[config.mk]
export PLATFORM = sky130hd
export DESIGN_NAME = acfd_top
export DESIGN_NICKNAME = d
export VERILOG_FILES = /design/src/acfd_pkg.sv /design/src/acfd_top.sv /design/src/acfd_decode.sv
export VERILOG_INCLUDE_DIRS = /design/src
export SDC_FILE = /design/constraint.sdc
export NUM_CORES = 1
export LEC_CHECK = 0
export ABC_CLOCK_PERIOD_IN_PS = 4800
export BUFFER_PORTS_ARGS = -buffer_cell sky130_fd_sc_hd__buf_2
export CAP_MARGIN = 10
export CORE_MARGIN = 1.5
export CORE_UTILIZATION = 45
export CTS_BUF_LIST = sky130_fd_sc_hd__clkbuf_4 sky130_fd_sc_hd__clkbuf_8
export CTS_CLUSTER_DIAMETER = 80
export DETAILED_ROUTE_END_ITERATION = 8
export PLACE_DENSITY = 0.74
export SETUP_SLACK_MARGIN = 0.5
export SLEW_MARGIN = 0
export SYNTH_ARGS = -nofsm -noshare
export SYNTH_HDL_FRONTEND = slang
export SYNTH_SLANG_ARGS = --single-unit
export TNS_END_PERCENT = 50
[constraint.sdc]
create_clock -name mclk_i -period 4.8 [get_ports mclk_i]
set_clock_uncertainty 0.05 [all_clocks]
set_input_delay 0.96 -clock mclk_i [delete_from_list [all_inputs] [get_ports mclk_i]]
set_output_delay 0.96 -clock mclk_i [all_outputs]
set_load 0.1 [all_outputs]
[src/acfd_regs.svh]
// Constants for the amplifier control word decoder.
// Assumes inclusion by bare name from the package and design files.
`ifndef ACFD_REGS_SVH
`define ACFD_REGS_SVH

`define ACFD_WORD_W 16
`define ACFD_WORD_RST 16'h0000
`define ACFD_GAIN_LSB 0
`define ACFD_GAIN_MSB 2
`define ACFD_COMP_LSB 3
`define ACFD_COMP_MSB 5
`define ACFD_ROUTE_LSB 6
`define ACFD_ROUTE_MSB 7
`define ACFD_INV_BIT 8
`define ACFD_PD_BIT 9
`define ACFD_FILT_BIT 10
`define ACFD_CNT_LAST 4'hf
`define ACFD_CNT_RST 4'h0
`define ACFD_ADDR_W 2
`define ACFD_ADDR_WORD 2'h0
`define ACFD_ADDR_STAT 2'h1
`define ACFD_ADDR_SWCH 2'h2
`define ACFD_ADDR_GAIN 2'h3
`define ACFD_ROUTE_NORM 2'h0
`define ACFD_ROUTE_SHORT 2'h1
`define ACFD_ROUTE_DIVP 2'h2
`define ACFD_ROUTE_DIVN 2'h3
`define ACFD_GAIN_USER 3'h7
// Overall gain in tenths for divided routes, codes 0..6
`define ACFD_DG0 8'h02
`define ACFD_DG1 8'h04
`define ACFD_DG2 8'h0a
`define ACFD_DG3 8'h14
`define ACFD_DG4 8'h28
`define ACFD_DG5 8'h64
`define ACFD_DG6 8'hc8

`endif

[src/acfd_pkg.sv]
// Types for the amplifier control word decoder.
// Assumes acfd_regs.svh is on the include path.
`include "acfd_regs.svh"

package acfd_pkg;

    typedef enum logic [4:0] {
        ACFD_COMP_L0 = 5'b00001,
        ACFD_COMP_L1 = 5'b00010,
        ACFD_COMP_L2 = 5'b00100,
        ACFD_COMP_L3 = 5'b01000,
        ACFD_COMP_L4 = 5'b10000
    } acfd_comp_e;

    typedef enum logic [2:0] {
        ACFD_IDLE = 3'b001,
        ACFD_SHIFT = 3'b010,
        ACFD_DONE = 3'b100
    } acfd_state_e;

    // Analog switch controls
    typedef struct packed {
        logic amp_p_from_pin_p;
        logic amp_p_from_pin_n;
        logic amp_p_from_div;
        logic amp_n_from_pin_p;
        logic amp_n_from_pin_n;
        logic amp_n_from_div;
        logic amp_n_to_rail;
        logic amp_p_to_rail;
        logic div_from_pin_p;
        logic div_from_pin_n;
    } acfd_route_s;

    typedef struct packed {
        logic [4:0] comp_level;
        logic [6:0] gain_onehot;
        logic gain_user;
        logic fb_switch_closed;
        logic power_down;
        logic [7:0] div_gain_tenths;
        logic div_gain_negative;
    } acfd_misc_s;

endpackage

[src/acfd_top.sv]
// Amplifier control word: serial load, holding register, decoded switch outputs.
// Assumes serial pins synchronous to mclk_i; host bus is a plain strobe port.
//
// What this block does
// - Compensation code 0..3 selects its own level and any code with top bit set the fifth.
// - The compensation field sits in control word bits 5 to 3.
// - Routing select and polarity invert sit in control word bits 8 to 6.
// - Routing 00b with polarity 0 connects the inputs normally.
// - Routing 00b with polarity 1 swaps the two inputs.
// - Routing 01b with polarity 0 ties both amplifier inputs to the positive pin.
// - Routing 01b with polarity 1 ties both amplifier inputs to the negative pin.
// - Routing 10b or 11b divides one pin by fifty and ties the spare input to the rail.
// - Divided modes give overall gains 0.2 to 20, negated when polarity is set.
// - Bit 9 set requests shutdown, clear means active.
// - Sixteen serial bits shift in and reach the holding register only on select rising.
// - Gain code in bits 2 to 0 selects 10x to 1000x, or external resistors for 111b.
`include "acfd_regs.svh"

module acfd_top
    import acfd_pkg::*;
(
    input wire logic mclk_i,
    input wire logic rst_n_i,
    input wire logic sclk_i,
    input wire logic sdata_i,
    input wire logic select_n_i,
    output logic sdata_o,
    input wire logic [1:0] addr_i,
    input wire logic [15:0] wdata_i,
    input wire logic wr_i,
    input wire logic rd_i,
    output logic [15:0] rdata_o,
    output acfd_route_s route_o,
    output acfd_misc_s misc_o,
    output logic power_down_request_o
);

    // ----------------------------------------
    // Serial pin edges
    // ----------------------------------------
    logic sclk_q;
    logic sel_n_q;
    logic [15:0] shift_q;
    logic [15:0] shift_d;
    logic [3:0] cnt_q;
    logic [3:0] cnt_d;
    logic full_q;
    logic full_d;
    logic [15:0] hold_q;
    logic [15:0] hold_d;
    logic load_seen_q;
    logic [15:0] rdata_d;
    acfd_state_e state_q;
    acfd_state_e state_d;
    acfd_route_s route_c;
    acfd_misc_s misc_c;

    wire logic sclk_rise = sclk_i & ~sclk_q;
    wire logic sel_fall = ~select_n_i & sel_n_q;
    wire logic sel_rise = select_n_i & ~sel_n_q;
    wire logic framing = ~select_n_i & (state_q != ACFD_IDLE);

    // ----------------------------------------
    // Serial frame state
    // ----------------------------------------
    always_comb begin
        state_d = state_q;
        unique case (state_q)
            ACFD_IDLE: begin
                if (sel_fall) begin
                    state_d = ACFD_SHIFT;
                end
            end
            ACFD_SHIFT: begin
                if (sel_rise) begin
                    state_d = ACFD_IDLE;
                end else if (sclk_rise && cnt_q == `ACFD_CNT_LAST) begin
                    state_d = ACFD_DONE;
                end
            end
            ACFD_DONE: begin
                if (sel_rise) begin
                    state_d = ACFD_IDLE;
                end
            end
            default: state_d = ACFD_IDLE;
        endcase
    end

    // Shift keeps running past sixteen so daisy chains pass data on
    assign shift_d = (framing && sclk_rise) ? {shift_q[14:0], sdata_i} : shift_q;
    assign cnt_d = sel_fall ? `ACFD_CNT_RST :
                   (framing && sclk_rise) ? 4'(cnt_q + 4'h1) : cnt_q;
    assign full_d = sel_fall ? 1'b0 : (full_q | (state_q == ACFD_DONE));

    // ----------------------------------------
    // Holding register
    // ----------------------------------------
    // Serial load needs all sixteen bits; a bus write loads directly
    wire logic ser_load = sel_rise & (state_q == ACFD_DONE);
    wire logic bus_load = wr_i & (addr_i == `ACFD_ADDR_WORD);
    assign hold_d = ser_load ? shift_q : (bus_load ? wdata_i : hold_q);

    // ----------------------------------------
    // Register read port
    // ----------------------------------------
    wire logic [15:0] stat_word = {9'h000, full_q, load_seen_q, cnt_q, ~select_n_i};
    wire logic [15:0] swch_word = {6'h00, route_c};
    wire logic [15:0] gain_word = {misc_c.div_gain_negative, 6'h00,
                                   misc_c.gain_user, misc_c.div_gain_tenths};
    always_comb begin
        rdata_d = 16'h0000;
        if (rd_i) begin
            unique case (addr_i)
                `ACFD_ADDR_WORD: rdata_d = hold_q;
                `ACFD_ADDR_STAT: rdata_d = stat_word;
                `ACFD_ADDR_SWCH: rdata_d = swch_word;
                `ACFD_ADDR_GAIN: rdata_d = gain_word;
            endcase
        end
    end

    // ----------------------------------------
    // Decoder
    // ----------------------------------------
    acfd_decode acfd_decode_inst (
        .word_i(hold_q),
        .route_o(route_c),
        .misc_o(misc_c)
    );

    // ----------------------------------------
    // Flip-flops
    // ----------------------------------------
    always_ff @(posedge mclk_i or negedge rst_n_i) begin
        if (!rst_n_i) begin
            sclk_q <= 1'b1;
            sel_n_q <= 1'b1;
            state_q <= ACFD_IDLE;
            shift_q <= `ACFD_WORD_RST;
            cnt_q <= `ACFD_CNT_RST;
            full_q <= 1'b0;
            hold_q <= `ACFD_WORD_RST;
            load_seen_q <= 1'b0;
        end else begin
            sclk_q <= sclk_i;
            sel_n_q <= select_n_i;
            state_q <= state_d;
            shift_q <= shift_d;
            cnt_q <= cnt_d;
            full_q <= full_d;
            hold_q <= hold_d;
            load_seen_q <= load_seen_q | ser_load | bus_load;
        end
    end

    always_ff @(posedge mclk_i or negedge rst_n_i) begin
        if (!rst_n_i) begin
            rdata_o <= 16'h0000;
            sdata_o <= 1'b0;
            route_o <= '0;
            misc_o <= '0;
            power_down_request_o <= 1'b0;
        end else begin
            rdata_o <= rdata_d;
            sdata_o <= shift_q[15];
            route_o <= route_c;
            misc_o <= misc_c;
            power_down_request_o <= misc_c.power_down;
        end
    end

endmodule

[src/acfd_decode.sv]
// Combinational field decoder for the amplifier control word.
// Assumes its input is the holding register, stable between loads.
`include "acfd_regs.svh"

module acfd_decode
    import acfd_pkg::*;
(
    input wire logic [15:0] word_i,
    output acfd_route_s route_o,
    output acfd_misc_s misc_o
);

    // ----------------------------------------
    // Field extraction
    // ----------------------------------------
    wire logic [2:0] gain_code = word_i[`ACFD_GAIN_MSB:`ACFD_GAIN_LSB];
    wire logic [2:0] comp_code = word_i[`ACFD_COMP_MSB:`ACFD_COMP_LSB];
    wire logic [1:0] route_code = word_i[`ACFD_ROUTE_MSB:`ACFD_ROUTE_LSB];
    wire logic inv = word_i[`ACFD_INV_BIT];
    wire logic user_gain = (gain_code == `ACFD_GAIN_USER);
    wire logic is_norm = (route_code == `ACFD_ROUTE_NORM);
    wire logic is_short = (route_code == `ACFD_ROUTE_SHORT);
    wire logic is_divp = (route_code == `ACFD_ROUTE_DIVP);
    wire logic is_divn = (route_code == `ACFD_ROUTE_DIVN);
    wire logic is_div = is_divp | is_divn;

    function automatic logic [4:0] comp_dec(input logic [2:0] c);
        if (c[2]) begin
            return ACFD_COMP_L4;
        end
        unique case (c[1:0])
            2'h0: return ACFD_COMP_L0;
            2'h1: return ACFD_COMP_L1;
            2'h2: return ACFD_COMP_L2;
            2'h3: return ACFD_COMP_L3;
        endcase
    endfunction

    function automatic logic [7:0] div_gain(input logic [2:0] g);
        unique case (g)
            3'h0: return `ACFD_DG0;
            3'h1: return `ACFD_DG1;
            3'h2: return `ACFD_DG2;
            3'h3: return `ACFD_DG3;
            3'h4: return `ACFD_DG4;
            3'h5: return `ACFD_DG5;
            3'h6: return `ACFD_DG6;
            3'h7: return 8'h00;
        endcase
    endfunction

    // ----------------------------------------
    // Input routing switches
    // ----------------------------------------
    assign route_o.amp_p_from_pin_p = (is_norm | is_short) & ~inv;
    assign route_o.amp_n_from_pin_n = (is_norm & ~inv) | (is_short & inv);
    assign route_o.amp_p_from_pin_n = (is_norm | is_short) & inv;
    assign route_o.amp_n_from_pin_p = (is_norm & inv) | (is_short & ~inv);
    // Divided pin feeds the input chosen by polarity; the other goes to the rail
    assign route_o.amp_p_from_div = is_div & ~inv;
    assign route_o.amp_n_from_div = is_div & inv;
    assign route_o.amp_n_to_rail = is_div & ~inv;
    assign route_o.amp_p_to_rail = is_div & inv;
    assign route_o.div_from_pin_p = is_divp;
    assign route_o.div_from_pin_n = is_divn;

    // ----------------------------------------
    // Compensation, gain, power
    // ----------------------------------------
    assign misc_o.comp_level = comp_dec(comp_code);
    assign misc_o.gain_onehot = user_gain ? 7'h00 : 7'(8'h01 << gain_code);
    assign misc_o.gain_user = user_gain;
    assign misc_o.fb_switch_closed = user_gain | word_i[`ACFD_FILT_BIT];
    assign misc_o.power_down = word_i[`ACFD_PD_BIT];
    assign misc_o.div_gain_tenths = is_div ? div_gain(gain_code) : 8'h00;
    assign misc_o.div_gain_negative = is_div & inv;

endmodule

# Word-level counts from Yosys, hierarchy flattened
# Memory sizes are Yosys's and may differ from the RTL's.
# Index checks and enable logic that the tools add are counted.
[totals]
ff_bits = 91
mem_bits_ro = 56
input_bits = 25
out_inout_bits = 52
word_cells = 97
memories = 1
[mem_list]
columns = ["memory", "depth", "word_bits", "rd", "rd_clocked_by_memory_dff", "wr", "line_no", "rtl"]
rows = [
  ["(no name shown)", 8, 7, 1, 0, 0, "acfd_decode.sv:40", "unique case (g)"],
]
[classes]
add_sub_neg = 1
n_eq_ne = 18
n_shift = 1
n_mux = 18
bitwise_logic = 26
n_reduce_logical = 8
[ops]
columns = ["cell", "n"]
rows = [
  ["$pmux 16 s4", 1],
  ["$mux 16", 3],
  ["$pmux 5 s4", 1],
  ["$and 1x1->1", 14],
  ["$eq 2x2->1 const B", 6],
  ["$mux 3", 4],
  ["$mux 5", 2],
  ["$pmux 3 s3", 1],
  ["$mux 4", 2],
  ["$mux 8", 1],
  ["$or 1x1->1", 8],
  ["$mux 7", 1],
  ["$shl 1x3->7 const A", 1],
  ["$eq 2x1->1 const B", 3],
  ["$eq 3x3->1 const B", 2],
  ["$logic_not 2->1", 3],
  ["$add 4x1->4 const B", 1],
  ["$eq 4x4->1 const B", 1],
  ["$ne 2x2->1 const B", 2],
  ["$not 1->1", 4],
  ["$reduce_bool 2->1", 2],
  ["$eq 3x1->1 const B", 1],
  ["$eq 3x2->1 const B", 1],
  ["$ne 3x1->1 const B", 1],
  ["other kinds (4)", 6],
]

# Depth between registers and ports, before layout
[logic_depth]
word_depth = 6
ltp_mapped = 7
depth_no_buf = 6

# Cells and area by module
# From an unflattened synthesis, not the netlist that was laid out.
[unflattened]
hier_cells = 289
hier_area_um2 = 3933.8
[modules_own_cells]
columns = ["mod", "instances", "cells_per_inst", "area_each_um2", "seq_area_each_um2"]
rows = [
  ["acfd_top", 1, 239, 3578.4, 2356.0],
  ["acfd_decode", 1, 50, 355.3, 0.0],
]

# Worst setup path after synthesis
# OpenSTA, ideal clock, no wires.
[synth_timing]
path_type = "reg-to-output"
start = "register, netlist name misc_o[0]"
end = "output route_o[2] in the netlist's numbering"
t_arrival_ns = 1.341
required_ns = 3.790
path_slack_ns = 2.449
path_stages_with_launch = 2
n_path_buf = 1
cell_sequence = "dfrtp_1 buf_4"
[synth_rtl]
columns = ["item", "line_no", "rtl"]
rows = [
  ["end, declared", "acfd_top.sv:33", "output acfd_route_s route_o,"],
]

==> parameters.txt <==
Parameter                              Value

Clocking
  Clk slew on worst S/H paths    80 ps
  Clock latency at the later pin of the worst-skew pair    350 ps
  Hold_buf cts    0
  # Post-CTS Setup Buffers    0
  Post-CTS resize count    0
  Clock tree from TritonCTS    yes
  Max Buffers Root-to-Sink    2
  Clock sink count    90
  Clock root cell    clkbuf_8
  Number of buffers created by CTS    9
  H-tree level count    3

Logic synthesis
  Primary flip-flop cell chosen by synthesis mapping    dfrtp_1
  Flops & latches, synth    90
  Combinational family with the most area after synthesis    simple AND/OR/NAND/NOR gates
  Area leader, netlist    dfrtp_1
  Xor-xnor portion of the synthesized cell area    0.00698
  Post-synthesis compound-gate area fraction    0.0651
  Mapped Avg Cell Area    12.1 sq um
  Cell count after synthesis    311
  Proportion of synthesized chip area in sequential cells    0.599
  Yosys top cell area share    0.578
  Warnings, synthesis    0
  Post-Synth Adder-Cell Area    0.0199
  Post-synth design cell area    0.00377 sq mm
  Simple-gate share of the synthesized area    0.150
  Number of enable flip-flop cells after synthesis    0
  Count of unique library cells instantiated by Yosys    45
  Dominant cells by area after synthesis    dfrtp_1 58%, mux2_2 6.3%, mux2i_1 5.3%, o21ai_0 2.8%, and2_1 2.5%
  Net count after synthesis    342
  Post-synth ARST share    1.00
  Multiplexer share of the synthesized area    0.122

Placement
  Estimated wirelength of the detail-placed design    4960 um
  I/O Buffers    75
  Weighted congestion at the end of routability-driven global placement    0.833
  Worst-case setup slack after placement    2590 ps
  Placement-stage cell area    0.00418 sq mm

STA
  Fin Setup TNS    0 ps
  Period utilisation layout    0.447
  Number of max-slew violations in the final report    0
  Number of failing hold endpoints at the final stage    0
  Max Clock Freq    467 MHz
  Pin slew with the least headroom to its limit    1060 ps
  Unrepaired setup endpoints after global routing    no
  Final period demand of the worst path    2140 ps
  Tightest slew margin relative to the limit    0.293
  Worst Slack Setup Final    2660 ps
  Setup violation total in the final timing report    0

Setup path
  Worst Setup SP    misc_o[0]
  Cell with the biggest individual delay on the critical path    buf_2
  Biggest cell delay along the critical path    430 ps
  Endpoint of the lowest-slack register-to-register path    rdata_o[5]
  Kind of cell adding the most delay to the critical path    buffers and inverters
  Classification of the worst setup path    register to output pin
  Critical path arrival    1130 ps
  Number of buffers and inverters on the critical path    1
  Reg2reg path depth    3
  Reg-to-reg startpoint    hold_q[7]
  Crit start category    register
  Crit path cell chain    buf_2
  Highest fanout seen on the critical path    3
  Worst setup endpoint    route_o[4]
  Endpoint class of the critical path    output pin
  Instance count on the critical path    1
  Data required time of the worst path    3790 ps
  Slack of the worst reg-to-reg path    3070 ps

Floorplanning
  Die width    94.5 um
  Std-Cell Rows    33
  I/O pins    77
  Area of the placeable core    0.00818 sq mm
  Starting utilization of the core area    0.461
  Chip Height    94.5 um
  Area enclosed by the die boundary    0.00893 sq mm

Detailed routing
  Detailed route wirelength on metal2    3390 um
  Met1 WL    3140 um
  Post-route DRC violation count    0
  Routed wl met3    316 um
  Overall routed net length    7060 um
  Post-detailed-route count of antenna-violating nets    0
  Detailed-route via count    2487
  Average via count per standard cell    5.10
  Uppermost layer routed    met4
  Drt wl/cell    14.5 um
  Detailed-router iteration count before antenna repair    4
  First DRT Iteration DRCs    129

Layout
  Share of post-route cells with drive strength above 1    0.337
  Commonest non-fill, non-tap cell in the layout    dfrtp_1
  Filler cells    745
  Final-stage net count    410
  Highest-count cells in the layout ignoring fill and taps    87 x dfrtp_1, 74 x buf_2, 24 x nand2_1, 21 x o21ai_0, 21 x mux2_2
  Number of diodes    0
  P&R area growth vs syn    16.2%
  Non-Filler Cell Area, Final    0.00438 sq mm

Pwr
  Power density normalized to cell area    486 mW/mm^2
  Max VDD drop    0.150 mV
  Standby leakage power    2.19 nW

Global routing
  Pin count of the biggest net entering global routing    91
  Number of global-route vias before repair    2385
  Overall track demand over capacity in global routing    0.175
  Overflow after GRT    0
  Wire length of the first global-routing pass    11600 um
  Initial antenna violation count    0

Hold path
  Class of the tightest hold or removal check    register to register
  Worst hold path stage count    0

Run status
  Status    finished clean

Flow run
  Max capacitance violation total    0
-- synth_stat cells, drive strengths merged (2+ instances only) --
cell,count
nor3b,5
mux2i,20
o21ai,23
inv,5
nor3,4
and3,4
ha,6
nand3,5
nor2b,11
nor2,17
nand2,24
a21boi,3
buf,16
a21oi,9
dfrtp,87
xnor2,2
mux2,21
a31oi,3
or2,2
clkbuf,5
nand2b,6
dfstp,3
and2,16
-- report_power, final --
group / internal [mW] / leakage [nW] / total [mW] / switching [mW]
registers: 0.855 / 1.17 / 0.932 / 0.0763
logic: 0.137 / 0.923 / 0.686 / 0.550
clock network: 0.259 / 0.0992 / 0.509 / 0.250
total: 1.25 / 2.19 / 2.13 / 0.877
-- registers in the layout (all words and copies together), names as in the netlist --
signal and cells:
sel_n_q 1, full_q 1, load_seen_q 1, shift_q 16, cnt_q 4, route_o 7, rdata_o 16, power_down_request_o 1
sclk_q 1, sdata_o 1, state_q 3, misc_o 22, hold_q 16
-- metrics by stage --
| step | total power [mW] | hold slack (ps) | utilization | cells |
|---|---|---|---|---|
| floorplan | 1.51 | 320 | - | 311 |
| global placement | 1.63 | 343 | 0.511 | 473 |
| detailed placement | 1.63 | 360 | 0.511 | 473 |
| CTS | 2.15 | 377 | 0.535 | 488 |
| global route | 2.22 | 392 | 0.535 | 488 |
| finish | 2.13 | 378 | 0.535 | 488 |
-- logic make-up (layout without fill, tap and decap cells) --
kind of cell               after synthesis  after routing
muxes                                   42             42
adders and majority gates                6              6
buffers and inverters                   26             98
DFF                                     90             90
other                                    1              1
xor gates and xnor gates                 3              3
AOI/OAI and AO/OA                       43             43
and+or+nand+nor                        100            100
-- layout make-up --
class / count / area, sq um / share of cell area
Timing Repair Buffer: 78 / 400 / 0.0915
Inverter: 5 / 18.8 / 0.00429
Clock inverter: 4 / 51.3 / 0.0117
Sequential cell: 90 / 2260 / 0.516
Multi-Input combinational cell: 195 / 1370 / 0.314
Tap cell: 105 / 131 / 0.0300
Clock buffer: 11 / 145 / 0.0332
-- how the worst min path moves through the flow --
stage / from / endpoint / slack [ps]
after floorplan: shift_q[15] / sdata_o / 320
after global placement: hold_q[9] / power_down_request_o / 340
after detailed placement: hold_q[9] / power_down_request_o / 360
after CTS: hold_q[9] / power_down_request_o / 380
after global routing: hold_q[9] / power_down_request_o / 390
final: shift_q[15] / sdata_o / 380
-- per-layer routing --
metal	track usage	vias up
li1	-	1184
met1	0.228	1216
met2	0.277	71
met3	0.0298	16
met4	0.0983	0
met5	0	-
Note: power is estimated with default switching activity, not from simulation.
